File: src/vsg_pkg.sv
package vsg_pkg;

	// ----------------------------------------
	// Opcodes and sub-operation bit positions
	// ----------------------------------------
	localparam logic [7:0] SCATTER_OPCODE      = 8'hB7;
	localparam logic [7:0] GATHER_OPCODE       = 8'hBA;
	localparam logic [7:0] REVERSE_COPY_OPCODE = 8'hB8;
	localparam int         G_HALF              = 0;
	localparam int         G_BCAST             = 4;
	localparam int         G_FIXED             = 5;
	localparam int         G_GROUP             = 6;
	localparam int         G_RFILE             = 7;

	// ----------------------------------------
	// Register field layout and shifts
	// ----------------------------------------
	localparam int         AW                  = 48;
	localparam int         LEN_LSB             = 48;
	localparam logic [2:0] SH32                = 3'h5;
	localparam logic [2:0] SH64                = 3'h6;
	localparam logic [47:0] RF_TOP             = 48'h3FC0;

	// Instruction as handed over by the sequencer.
	typedef struct packed {
		logic [7:0]  op;
		logic [7:0]  subop;
		logic [63:0] reg_a;
		logic [63:0] reg_b;
		logic [63:0] reg_c;
	} cmd_t;

	// One destination write.
	typedef struct packed {
		logic        rf;
		logic        half;
		logic [47:0] addr;
		logic [63:0] data;
	} wr_t;

endpackage : vsg_pkg

File: src/vector_scatter_gather.sv
`timescale 1ns/1ps
// Overview of operation
// Scatter writes group at base plus index.
// Gather reads indexed groups, stores them consecutively.
// Index elements 64-bit; data per bit 0.
// Shift item count 5 or 6 places.
// Bit 5 uses fixed increment, count N.
// Program zeroes index offset for increment mode.
// Program zeroes offset and control designators.
// No field lengths; equal groups; index ends.
// Bit 6 clear: one element per group.
// Bit 6 set: size field; zero is no-op.
// Scatter ignores destination upper bits otherwise.
// Gather ignores source upper bits otherwise.
// Scatter bit 4 broadcasts; never with bit 6.
// Scatter bit 7 targets register file space.
// Program avoids bits 6+7 and bits 1-3.
// Gather never broadcasts any operand.
// Reverse copy writes last source first.
// Reverse stops at result end, zero-fills.
// Program keeps reverse areas apart, bits zero.
// Overlapping reverse areas give undefined results.
// Done only after final write accepted.

// ----------------------------------------
// Write buffer
// ----------------------------------------
module vsg_fifo #(
	parameter int W     = 114,
	parameter int DEPTH = 8
) (
	input  wire logic         core_clk,
	input  wire logic         rst_n,
	input  wire logic         in_valid,
	output logic              in_ready,
	input  wire logic [W-1:0] in_data,
	output logic              out_valid,
	input  wire logic         out_ready,
	output logic [W-1:0]      out_data
);
	localparam int PW = $clog2(DEPTH);
	logic [W-1:0] mem [DEPTH];
	logic [PW:0]  wp;
	logic [PW:0]  rp;
	logic [PW:0]  next_wp;
	logic [PW:0]  next_rp;

	// Full and empty from pointers with a wrap bit.
	assign out_valid = (wp != rp);
	assign in_ready  = (wp[PW-1:0] != rp[PW-1:0]) || (wp[PW] == rp[PW]);
	assign out_data  = mem[rp[PW-1:0]];

	// Pointer advance on each handshake.
	always_comb begin
		next_wp = wp;
		next_rp = rp;
		if (in_valid && in_ready) begin
			next_wp = wp + 1'b1;
		end
		if (out_valid && out_ready) begin
			next_rp = rp + 1'b1;
		end
	end

	// Pointer and storage registers.
	always_ff @(posedge core_clk) begin
		if (!rst_n) begin
			wp <= '0;
			rp <= '0;
		end else begin
			wp <= next_wp;
			rp <= next_rp;
		end
		if (in_valid && in_ready) begin
			mem[wp[PW-1:0]] <= in_data;
		end
	end
endmodule : vsg_fifo

// ----------------------------------------
// Scatter, gather and reverse-copy engine
// ----------------------------------------
module vector_scatter_gather #(
	parameter int DEPTH = 8
) (
	input  wire logic          core_clk,
	input  wire logic          rst_n,
	input  wire logic          start,
	input  wire vsg_pkg::cmd_t cmd,
	output logic               busy,
	output logic               done,
	output logic               rd_valid,
	input  wire logic          rd_ready,
	output logic [47:0]        rd_addr,
	input  wire logic          rvalid,
	input  wire logic [63:0]   rdata,
	output logic               wr_valid,
	input  wire logic          wr_ready,
	output vsg_pkg::wr_t       wr
);
	typedef enum logic [7:0] {
		S_IDLE = 8'h01,
		S_IDXR = 8'h02,
		S_IDXW = 8'h04,
		S_ELEM = 8'h08,
		S_SRCR = 8'h10,
		S_SRCW = 8'h20,
		S_PUSH = 8'h40,
		S_DRN  = 8'h80
	} state_t;

	state_t        state, next_state;
	vsg_pkg::cmd_t c, next_c;
	logic [15:0]   grp, next_grp, k, next_k, ng;
	logic [31:0]   outn, next_outn;
	logic [47:0]   idx, next_idx, raddr, next_raddr;
	logic [47:0]   dst, next_dst, src_a, dst_a;
	logic [63:0]   data, next_data;
	logic          next_done, go;
	logic          is_sc, is_ga, is_rv, half, bcast;
	logic [2:0]    esh;
	logic [15:0]   n_grp, g_size, la;
	logic [47:0]   off, on;
	logic          f_ready;
	vsg_pkg::wr_t  f_in;

	// Group count: index length, or result length when reversing.
	function automatic logic [15:0] count_of(vsg_pkg::cmd_t x);
		if (x.op == vsg_pkg::REVERSE_COPY_OPCODE) begin
			return x.reg_c[63:vsg_pkg::LEN_LSB];
		end
		return x.reg_a[63:vsg_pkg::LEN_LSB]; // see
	endfunction : count_of

	// Group size: one, or the upper field of the ruling register.
	function automatic logic [15:0] size_of(vsg_pkg::cmd_t x);
		if (x.op == vsg_pkg::REVERSE_COPY_OPCODE || !x.subop[vsg_pkg::G_GROUP]) begin
			return 16'h0001;
		end
		if (x.op == vsg_pkg::SCATTER_OPCODE) begin
			return x.reg_c[63:vsg_pkg::LEN_LSB]; // see
		end
		return x.reg_b[63:vsg_pkg::LEN_LSB];
	endfunction : size_of

	// Decoded view of the latched instruction.
	assign is_sc  = (c.op == vsg_pkg::SCATTER_OPCODE);
	assign is_ga  = (c.op == vsg_pkg::GATHER_OPCODE);
	assign is_rv  = (c.op == vsg_pkg::REVERSE_COPY_OPCODE);
	assign half   = c.subop[vsg_pkg::G_HALF];
	assign esh    = half ? vsg_pkg::SH32 : vsg_pkg::SH64; // see
	assign bcast  = is_sc && c.subop[vsg_pkg::G_BCAST]; // see
	assign n_grp  = count_of(c);
	assign g_size = size_of(c);
	assign la     = c.reg_a[63:vsg_pkg::LEN_LSB];

	// Element addresses from index, element and output counters.
	assign off   = (idx << esh) + (48'(k) << esh);
	assign on    = 48'(outn) << esh;
	assign src_a = is_rv ? c.reg_a[47:0] + (48'(la - 16'h0001 - grp) << esh)
	             : is_ga ? c.reg_b[47:0] + off : c.reg_b[47:0] + on;
	assign dst_a = is_sc ? c.reg_c[47:0] + off : c.reg_c[47:0] + on; // see

	// Sequencer next-state logic.
	always_comb begin
		next_state = state;
		next_c     = c;
		next_grp   = grp;
		next_k     = k;
		next_outn  = outn;
		next_idx   = idx;
		next_raddr = raddr;
		next_dst   = dst;
		next_data  = data;
		next_done  = 1'b0;
		go         = 1'b0;
		ng         = grp;
		unique case (state)
			S_IDLE: begin
				if (start) begin
					next_c    = cmd;
					next_grp  = '0;
					ng        = '0; // First group addresses from element zero, not the last group of the prior instruction.
					next_k    = '0;
					next_outn = '0;
					if (cmd.op != vsg_pkg::SCATTER_OPCODE && cmd.op != vsg_pkg::GATHER_OPCODE
					    && cmd.op != vsg_pkg::REVERSE_COPY_OPCODE) begin
						next_state = S_DRN;
					end else if (count_of(cmd) == 16'h0000 || size_of(cmd) == 16'h0000) begin
						next_state = S_DRN;
					end else begin
						go = 1'b1;
					end
				end
			end
			S_IDXR: begin
				if (rd_ready) begin
					next_state = S_IDXW;
				end
			end
			S_IDXW: begin
				if (rvalid) begin
					next_idx   = rdata[47:0]; // see
					next_state = S_ELEM;
				end
			end
			S_ELEM: begin
				next_raddr = src_a;
				next_dst   = dst_a;
				if (bcast) begin
					next_data  = half ? {32'h0, c.reg_b[31:0]} : c.reg_b;
					next_state = S_PUSH;
				end else if (is_rv && grp >= la) begin
					next_data  = '0;
					next_state = S_PUSH;
				end else begin
					next_state = S_SRCR;
				end
			end
			S_SRCR: begin
				if (rd_ready) begin
					next_state = S_SRCW;
				end
			end
			S_SRCW: begin
				if (rvalid) begin
					next_data  = half ? {32'h0, rdata[31:0]} : rdata;
					next_state = S_PUSH;
				end
			end
			S_PUSH: begin
				if (f_ready) begin
					next_outn = outn + 32'h1;
					if (k == g_size - 16'h0001) begin
						next_k = '0;
						if (grp == n_grp - 16'h0001) begin
							next_state = S_DRN; // see
						end else begin
							ng       = grp + 16'h0001;
							next_grp = ng;
							go       = 1'b1;
						end
					end else begin
						next_k     = k + 16'h0001;
						next_state = S_ELEM;
					end
				end
			end
			S_DRN: begin
				if (!wr_valid) begin
					next_done  = 1'b1;
					next_state = S_IDLE;
				end
			end
		endcase
		if (go) begin
			if (next_c.op != vsg_pkg::REVERSE_COPY_OPCODE && !next_c.subop[vsg_pkg::G_FIXED]) begin
				next_raddr = next_c.reg_a[47:0] + (48'(ng) << vsg_pkg::SH64);
				next_state = S_IDXR;
			end else begin
				next_idx   = 48'(next_c.reg_a[47:0] * ng);
				next_state = S_ELEM;
			end
		end
	end

	// Sequencer registers.
	always_ff @(posedge core_clk) begin
		if (!rst_n) begin
			state <= S_IDLE;
			c     <= '0;
			grp   <= '0;
			k     <= '0;
			outn  <= '0;
			idx   <= '0;
			raddr <= '0;
			dst   <= '0;
			data  <= '0;
			done  <= 1'b0;
		end else begin
			state <= next_state;
			c     <= next_c;
			grp   <= next_grp;
			k     <= next_k;
			outn  <= next_outn;
			idx   <= next_idx;
			raddr <= next_raddr;
			dst   <= next_dst;
			data  <= next_data;
			done  <= next_done;
		end
	end

	// Read port and buffered write path.
	assign busy     = (state != S_IDLE);
	assign rd_valid = (state == S_IDXR) || (state == S_SRCR);
	assign rd_addr  = raddr;
	assign f_in     = '{rf: is_sc && c.subop[vsg_pkg::G_RFILE], half: half, addr: dst, data: data};

	vsg_fifo #(
		.W     ($bits(vsg_pkg::wr_t)),
		.DEPTH (DEPTH)
	) u_fifo (
		.core_clk  (core_clk),
		.rst_n     (rst_n),
		.in_valid  (state == S_PUSH),
		.in_ready  (f_ready),
		.in_data   (f_in),
		.out_valid (wr_valid),
		.out_ready (wr_ready),
		.out_data  (wr)
	);

	// ----------------------------------------
	// Checks
	// ----------------------------------------
	property p_scatter_dst;
		@(posedge core_clk) disable iff (!rst_n)
		(state == S_ELEM && is_sc) |=> (dst == c.reg_c[47:0] + ($past(idx) << esh) + (48'($past(k)) << esh));
	endproperty
	a_scatter_dst: assert property (p_scatter_dst) else $error("scatter address wrong");

	property p_gather_dst;
		@(posedge core_clk) disable iff (!rst_n)
		(state == S_ELEM && is_ga) |=> (dst == c.reg_c[47:0] + (48'(outn) << esh));
	endproperty
	a_gather_dst: assert property (p_gather_dst) else $error("gather result not consecutive");

	property p_idx_addr;
		@(posedge core_clk) disable iff (!rst_n)
		(state == S_IDXR) |-> (rd_addr == c.reg_a[47:0] + (48'(grp) << 6));
	endproperty
	a_idx_addr: assert property (p_idx_addr) else $error("index element address wrong");

	property p_shift;
		@(posedge core_clk) disable iff (!rst_n)
		busy |-> (esh == (c.subop[0] ? 3'h5 : 3'h6));
	endproperty
	a_shift: assert property (p_shift) else $error("item count shift wrong");

	property p_fixed;
		@(posedge core_clk) disable iff (!rst_n)
		(state == S_ELEM && !is_rv && c.subop[5]) |-> (idx == 48'(c.reg_a[47:0] * grp));
	endproperty
	a_fixed: assert property (p_fixed) else $error("fixed increment wrong");

	property p_single;
		@(posedge core_clk) disable iff (!rst_n)
		(busy && !c.subop[6]) |-> (k == 16'h0000);
	endproperty
	a_single: assert property (p_single) else $error("group larger than one");

	property p_noop;
		@(posedge core_clk) disable iff (!rst_n)
		(state == S_IDLE && start && cmd.op == 8'hB7 && cmd.subop[6] && cmd.reg_c[63:48] == 16'h0000)
		|=> (state == S_DRN) ##[1:20] done;
	endproperty
	a_noop: assert property (p_noop) else $error("empty group not a no-op");

	property p_bcast;
		@(posedge core_clk) disable iff (!rst_n)
		(state == S_PUSH && is_ga) |-> $past(state) != S_ELEM;
	endproperty
	a_bcast: assert property (p_bcast) else $error("gather broadcast");

	property p_zero;
		@(posedge core_clk) disable iff (!rst_n)
		(state == S_ELEM && is_rv && grp >= la) |=> (state == S_PUSH && data == 64'h0);
	endproperty
	a_zero: assert property (p_zero) else $error("reverse fill not zero");

	property p_done;
		@(posedge core_clk) disable iff (!rst_n)
		done |-> (!wr_valid && $past(state) == S_DRN);
	endproperty
	a_done: assert property (p_done) else $error("done before writes drained");
endmodule : vector_scatter_gather

File: config.mk
export PLATFORM = sky130hd
export DESIGN_NAME = vector_scatter_gather
export DESIGN_NICKNAME = d
export VERILOG_FILES = /design/src/vsg_pkg.sv /design/src/vector_scatter_gather.sv
export SDC_FILE = /design/constraint.sdc
export NUM_CORES = 2
export LEC_CHECK = 0
export ABC_AREA = 1
export BUFFER_PORTS_ARGS = -buffer_cell sky130_fd_sc_hd__buf_2
export CAP_MARGIN = 10
export CORE_ASPECT_RATIO = 1.2
export CORE_MARGIN = 10
export CORE_UTILIZATION = 35
export DETAILED_ROUTE_END_ITERATION = 8
export RECOVER_POWER = 100
export SYNTH_ARGS = -nofsm -noshare
export SYNTH_HDL_FRONTEND = slang
export SYNTH_SLANG_ARGS = --single-unit
File: constraint.sdc
create_clock -name core_clk -period 10.75 [get_ports core_clk]
set_input_delay 2.15 -clock core_clk [delete_from_list [all_inputs] [get_ports core_clk]]
set_output_delay 2.15 -clock core_clk [all_outputs]
set_load 0.01 [all_outputs]
==> results.toml <==
[yosys]
async_flop_share_pct = 0
postSynthAreaPerCell_um2 = 8.586
yosys_warnings = 0
ys_seq_area_share_pct = 43.58
synth_top_area_share_pct = 32.06
ys_seq_elements = 1404
ys_top_cells_by_area = "edfxtp_1 (32%), dfxtp_1 (12%), fa_1 (11%)"
synthCells = 9950
synth_area_mm2 = 0.08543
synth_edf_count = 912
synth_largest_area_cell = "edfxtp_1"
synth.distinct_cells = 62
ys.flop_type = "edfxtp_1"

[place]
portBuffers = 440
placed_area_mm2 = 0.09159
post-place-cells = 13300
gp_congestion = 0.9761
hpwl_um = 236300

[power_and_ir_drop]
power-per-cell-area_mw_per_mm2 = 227.8
comb_power_share_pct = 46.3
p_switching_uw = 9867
internal_power_uw = 12050
peakVddDrop_v = 0.0002493
switching_share_pct = 45.02
leakagePower_uw = 0.03974
p_seq_share_pct = 29.5
pwr-share-clk_pct = 24.3

[grt]
grt_overflow = 0
grt_pass1_wl_um = 466500
grt_pass1_vias = 70340
antenna_found_initial = 46
grt_max_degree = 243
track_usage_pct = 23.44

[cells_and_area]
finalInstanceArea_mm2 = 0.09620
utilization_pct = 39.63
num-nets-final = 11300
fill_cells = 24390
final_cells = 13600
multi_input_area_mm2 = 0.04201
regArea_mm2 = 0.03724
drive_above_1_share_pct = 7.881
areaGrowthSynthToFinish_pct = 12.61

[critical_path]
worst_r2r_startpoint = "c[205]"
cp.arrival_ns = 10.80
startpoint = "start"
r2r_slack_ns = 0.76
cp-end-kind = "flop"
worstPathRequired_ns = 11.46
crit_path_start_kind = "input pin"
max_stage_delay_ns = 1.01
worst-path-max-fanout = 20
reg2reg_depth = 50
crit_slowest_cell = "nor2_1"
reg2reg_to = "idx[38]"
crit_type = "in2reg"

[status]
outcome = "finished with violations"
violations = "capacitance limit, slew limit"

[routing]
drt_iter0_drc = 5995
wl_um = 321700
antenna_left = 0
drc = 0
firstDrtPassIters = 6
vias_per_cell = 5.264
vias = 71610
drt-wirelength-per-cell_um = 23.65

[sta]
fmax_ghz = 0.09902
final.period_utilization_pct = 93.94
setup_viol = 0
tightest_slew_ns = 4.490
min_period_ns = 10.10
hold_ws_ns = 0.4778
drv_slew = 1602
hold_violations = 0
max_slew_margin_pct = -199.3
finalClockSkew_ns = 0.06114
rsz0062_at_grt = "false"
tns_ns = 0

[clock_network]
ctsHtreeMaxLevel = 4
clock-root-buffer = "clkbuf_16"
insertion_delay_ns = 0.84
ctsHoldBuffers = 0
path_clk_slew_ns = 0.06
cts.sinks = 1404
cts_tree = "built"
cts_buffers = 158
clock_path_buffers = 4

[min_path]
hold_depth = 2
hold_end = "c[80]"
hp-start = "c[80]"
hp-class = "reg2reg"

[floorplanning]
die_h_um = 561.2
die_area_mm2 = 0.2643
die_w_um = 471.0
num_rows = 198
ios = 444
start_util_pct = 35.19
core_area_mm2 = 0.2428

[flow_run]
cap_viol_max_count = 22
-- flip-flops by register name (all words and copies together) (netlist names), named ones only --
signal      cells
idx            43
dst            48
u_fifo.rp       4
c             205
state           8
data           64
done            1
outn           32
rd_addr        48
k              16
u_fifo.wp       4
u_fifo.mem    912
grp            16
-- worst max-delay path: cells and delay by family --
family          cells  cell delay, ns
fa+ha+maj           7            3.40
compound gates     11            2.20
simple gates        9            1.73
buf+inv             8            1.32
-- power groups by stage --
stage          clock, µW  sequential, µW  combinational (µW)
2_1_floorplan          0            6320                6600
3_3_place_gp           0            6550               10000
3_5_place_dp           0            6560               10100
4_1_cts             5420            6450               10200
5_1_grt             5630            6480               11200
6_report            5320            6460               10100
-- layer usage --
layer | share of wire, % | up-vias | global-route usage [%]
li1 | - | 33590 | -
met1 | 39 | 34780 | 28.24
met2 | 46 | 2545 | 38.47
met3 | 6.2 | 665 | 3.636
met4 | 8.2 | 24 | 16.20
met5 | 0.048 | - | 0
-- cell usage in the layout (no fill, tap or decap), drive strengths merged, types with 3 or more instances in the layout --
cell type / count
o211ai: 53
or2: 25
a21oi: 507
bufinv: 7
diode: 23
nand3: 215
nor4: 33
a221oi: 9
nor3: 91
clkbuf: 402
fa: 478
o22ai: 119
a31oi: 150
o31ai: 5
o21bai: 14
conb: 4
nand3b: 13
a21boi: 9
clkinvlp: 6
a211oi: 73
nor2: 1808
inv: 1132
o21a: 18
o221ai: 5
nand4: 52
buf: 456
ha: 281
edfxtp: 912
o21ai: 1241
a311oi: 15
clkinv: 64
nand2: 1452
xor2: 143
a21o: 13
dfxtp: 492
xnor2: 65
nor3b: 3
-- through the flow --
step	power (µW)	worst slack [ns]
3_3_place_gp	16570	0.5836
6_report	21910	0.6513
2_1_floorplan	12920	0.7081
5_1_grt	23290	0.04190
4_1_cts	22020	0.6296
3_5_place_dp	16660	0.5340
-- cells in the mapped netlist, drive strengths merged (14+ instances only) --
| cell type | number |
|---|---|
| buf | 54 |
| nor2 | 1808 |
| or2 | 25 |
| xnor2 | 65 |
| nand4 | 52 |
| edfxtp | 912 |
| nand3 | 215 |
| nand2 | 1452 |
| o21a | 18 |
| a21oi | 507 |
| dfxtp | 492 |
| o21ai | 1241 |
| inv | 1128 |
| o22ai | 119 |
| ha | 281 |
| o21bai | 14 |
| o211ai | 53 |
| a211oi | 73 |
| a31oi | 150 |
| clkbuf | 446 |
| nor4 | 33 |
| fa | 478 |
| a311oi | 15 |
| xor2 | 143 |
| nor3 | 91 |
-- logic make-up (layout without fill, tap and decap cells) --
group / count (synthesis) / in the layout / synth area share, %
adders and majority gates: 759 / 759 / 15.32
DFF: 1404 / 1404 / 43.58
other: 1 / 27 / 0.004389
and+or+nand+nor: 3696 / 3696 / 17.39
buffers and inverters: 1640 / 2067 / 7.286
muxes: 4 / 4 / 0.04979
xor gates and xnor gates: 208 / 208 / 2.132
AOI/OAI and AO/OA: 2238 / 2238 / 14.24
-- what timing repair did --
action,4_1_cts,5_1_grt
setup endpoints to repair,0,4
gates resized for setup,0,0
setup buffers,0,1
-- worst max path at each step --
| stage | end | slack (ns) | depth (start not counted) |
|---|---|---|---|
| after CTS | idx[38] | 0.63 | 50 |
| after global placement | idx[38] | 0.58 | 29 |
| after global routing | idx[41] | 0.04 | 48 |
| final | idx[38] | 0.65 | 35 |
| after detailed placement | idx[38] | 0.53 | 35 |
| after floorplan | idx[42] | 0.71 | 40 |
-- cell type report --
type	count	share of cell area [%]
multi-input cells	6909	43.67
diodes	23	0.05983
well taps	3200	4.162
clock buffers	208	4.613
flip-flops and latches	1404	38.71
inverters	1140	4.474
clock inverters	69	0.5905
repair buffers	650	3.717
No activity file was read; power rests on OpenSTA's default activity.
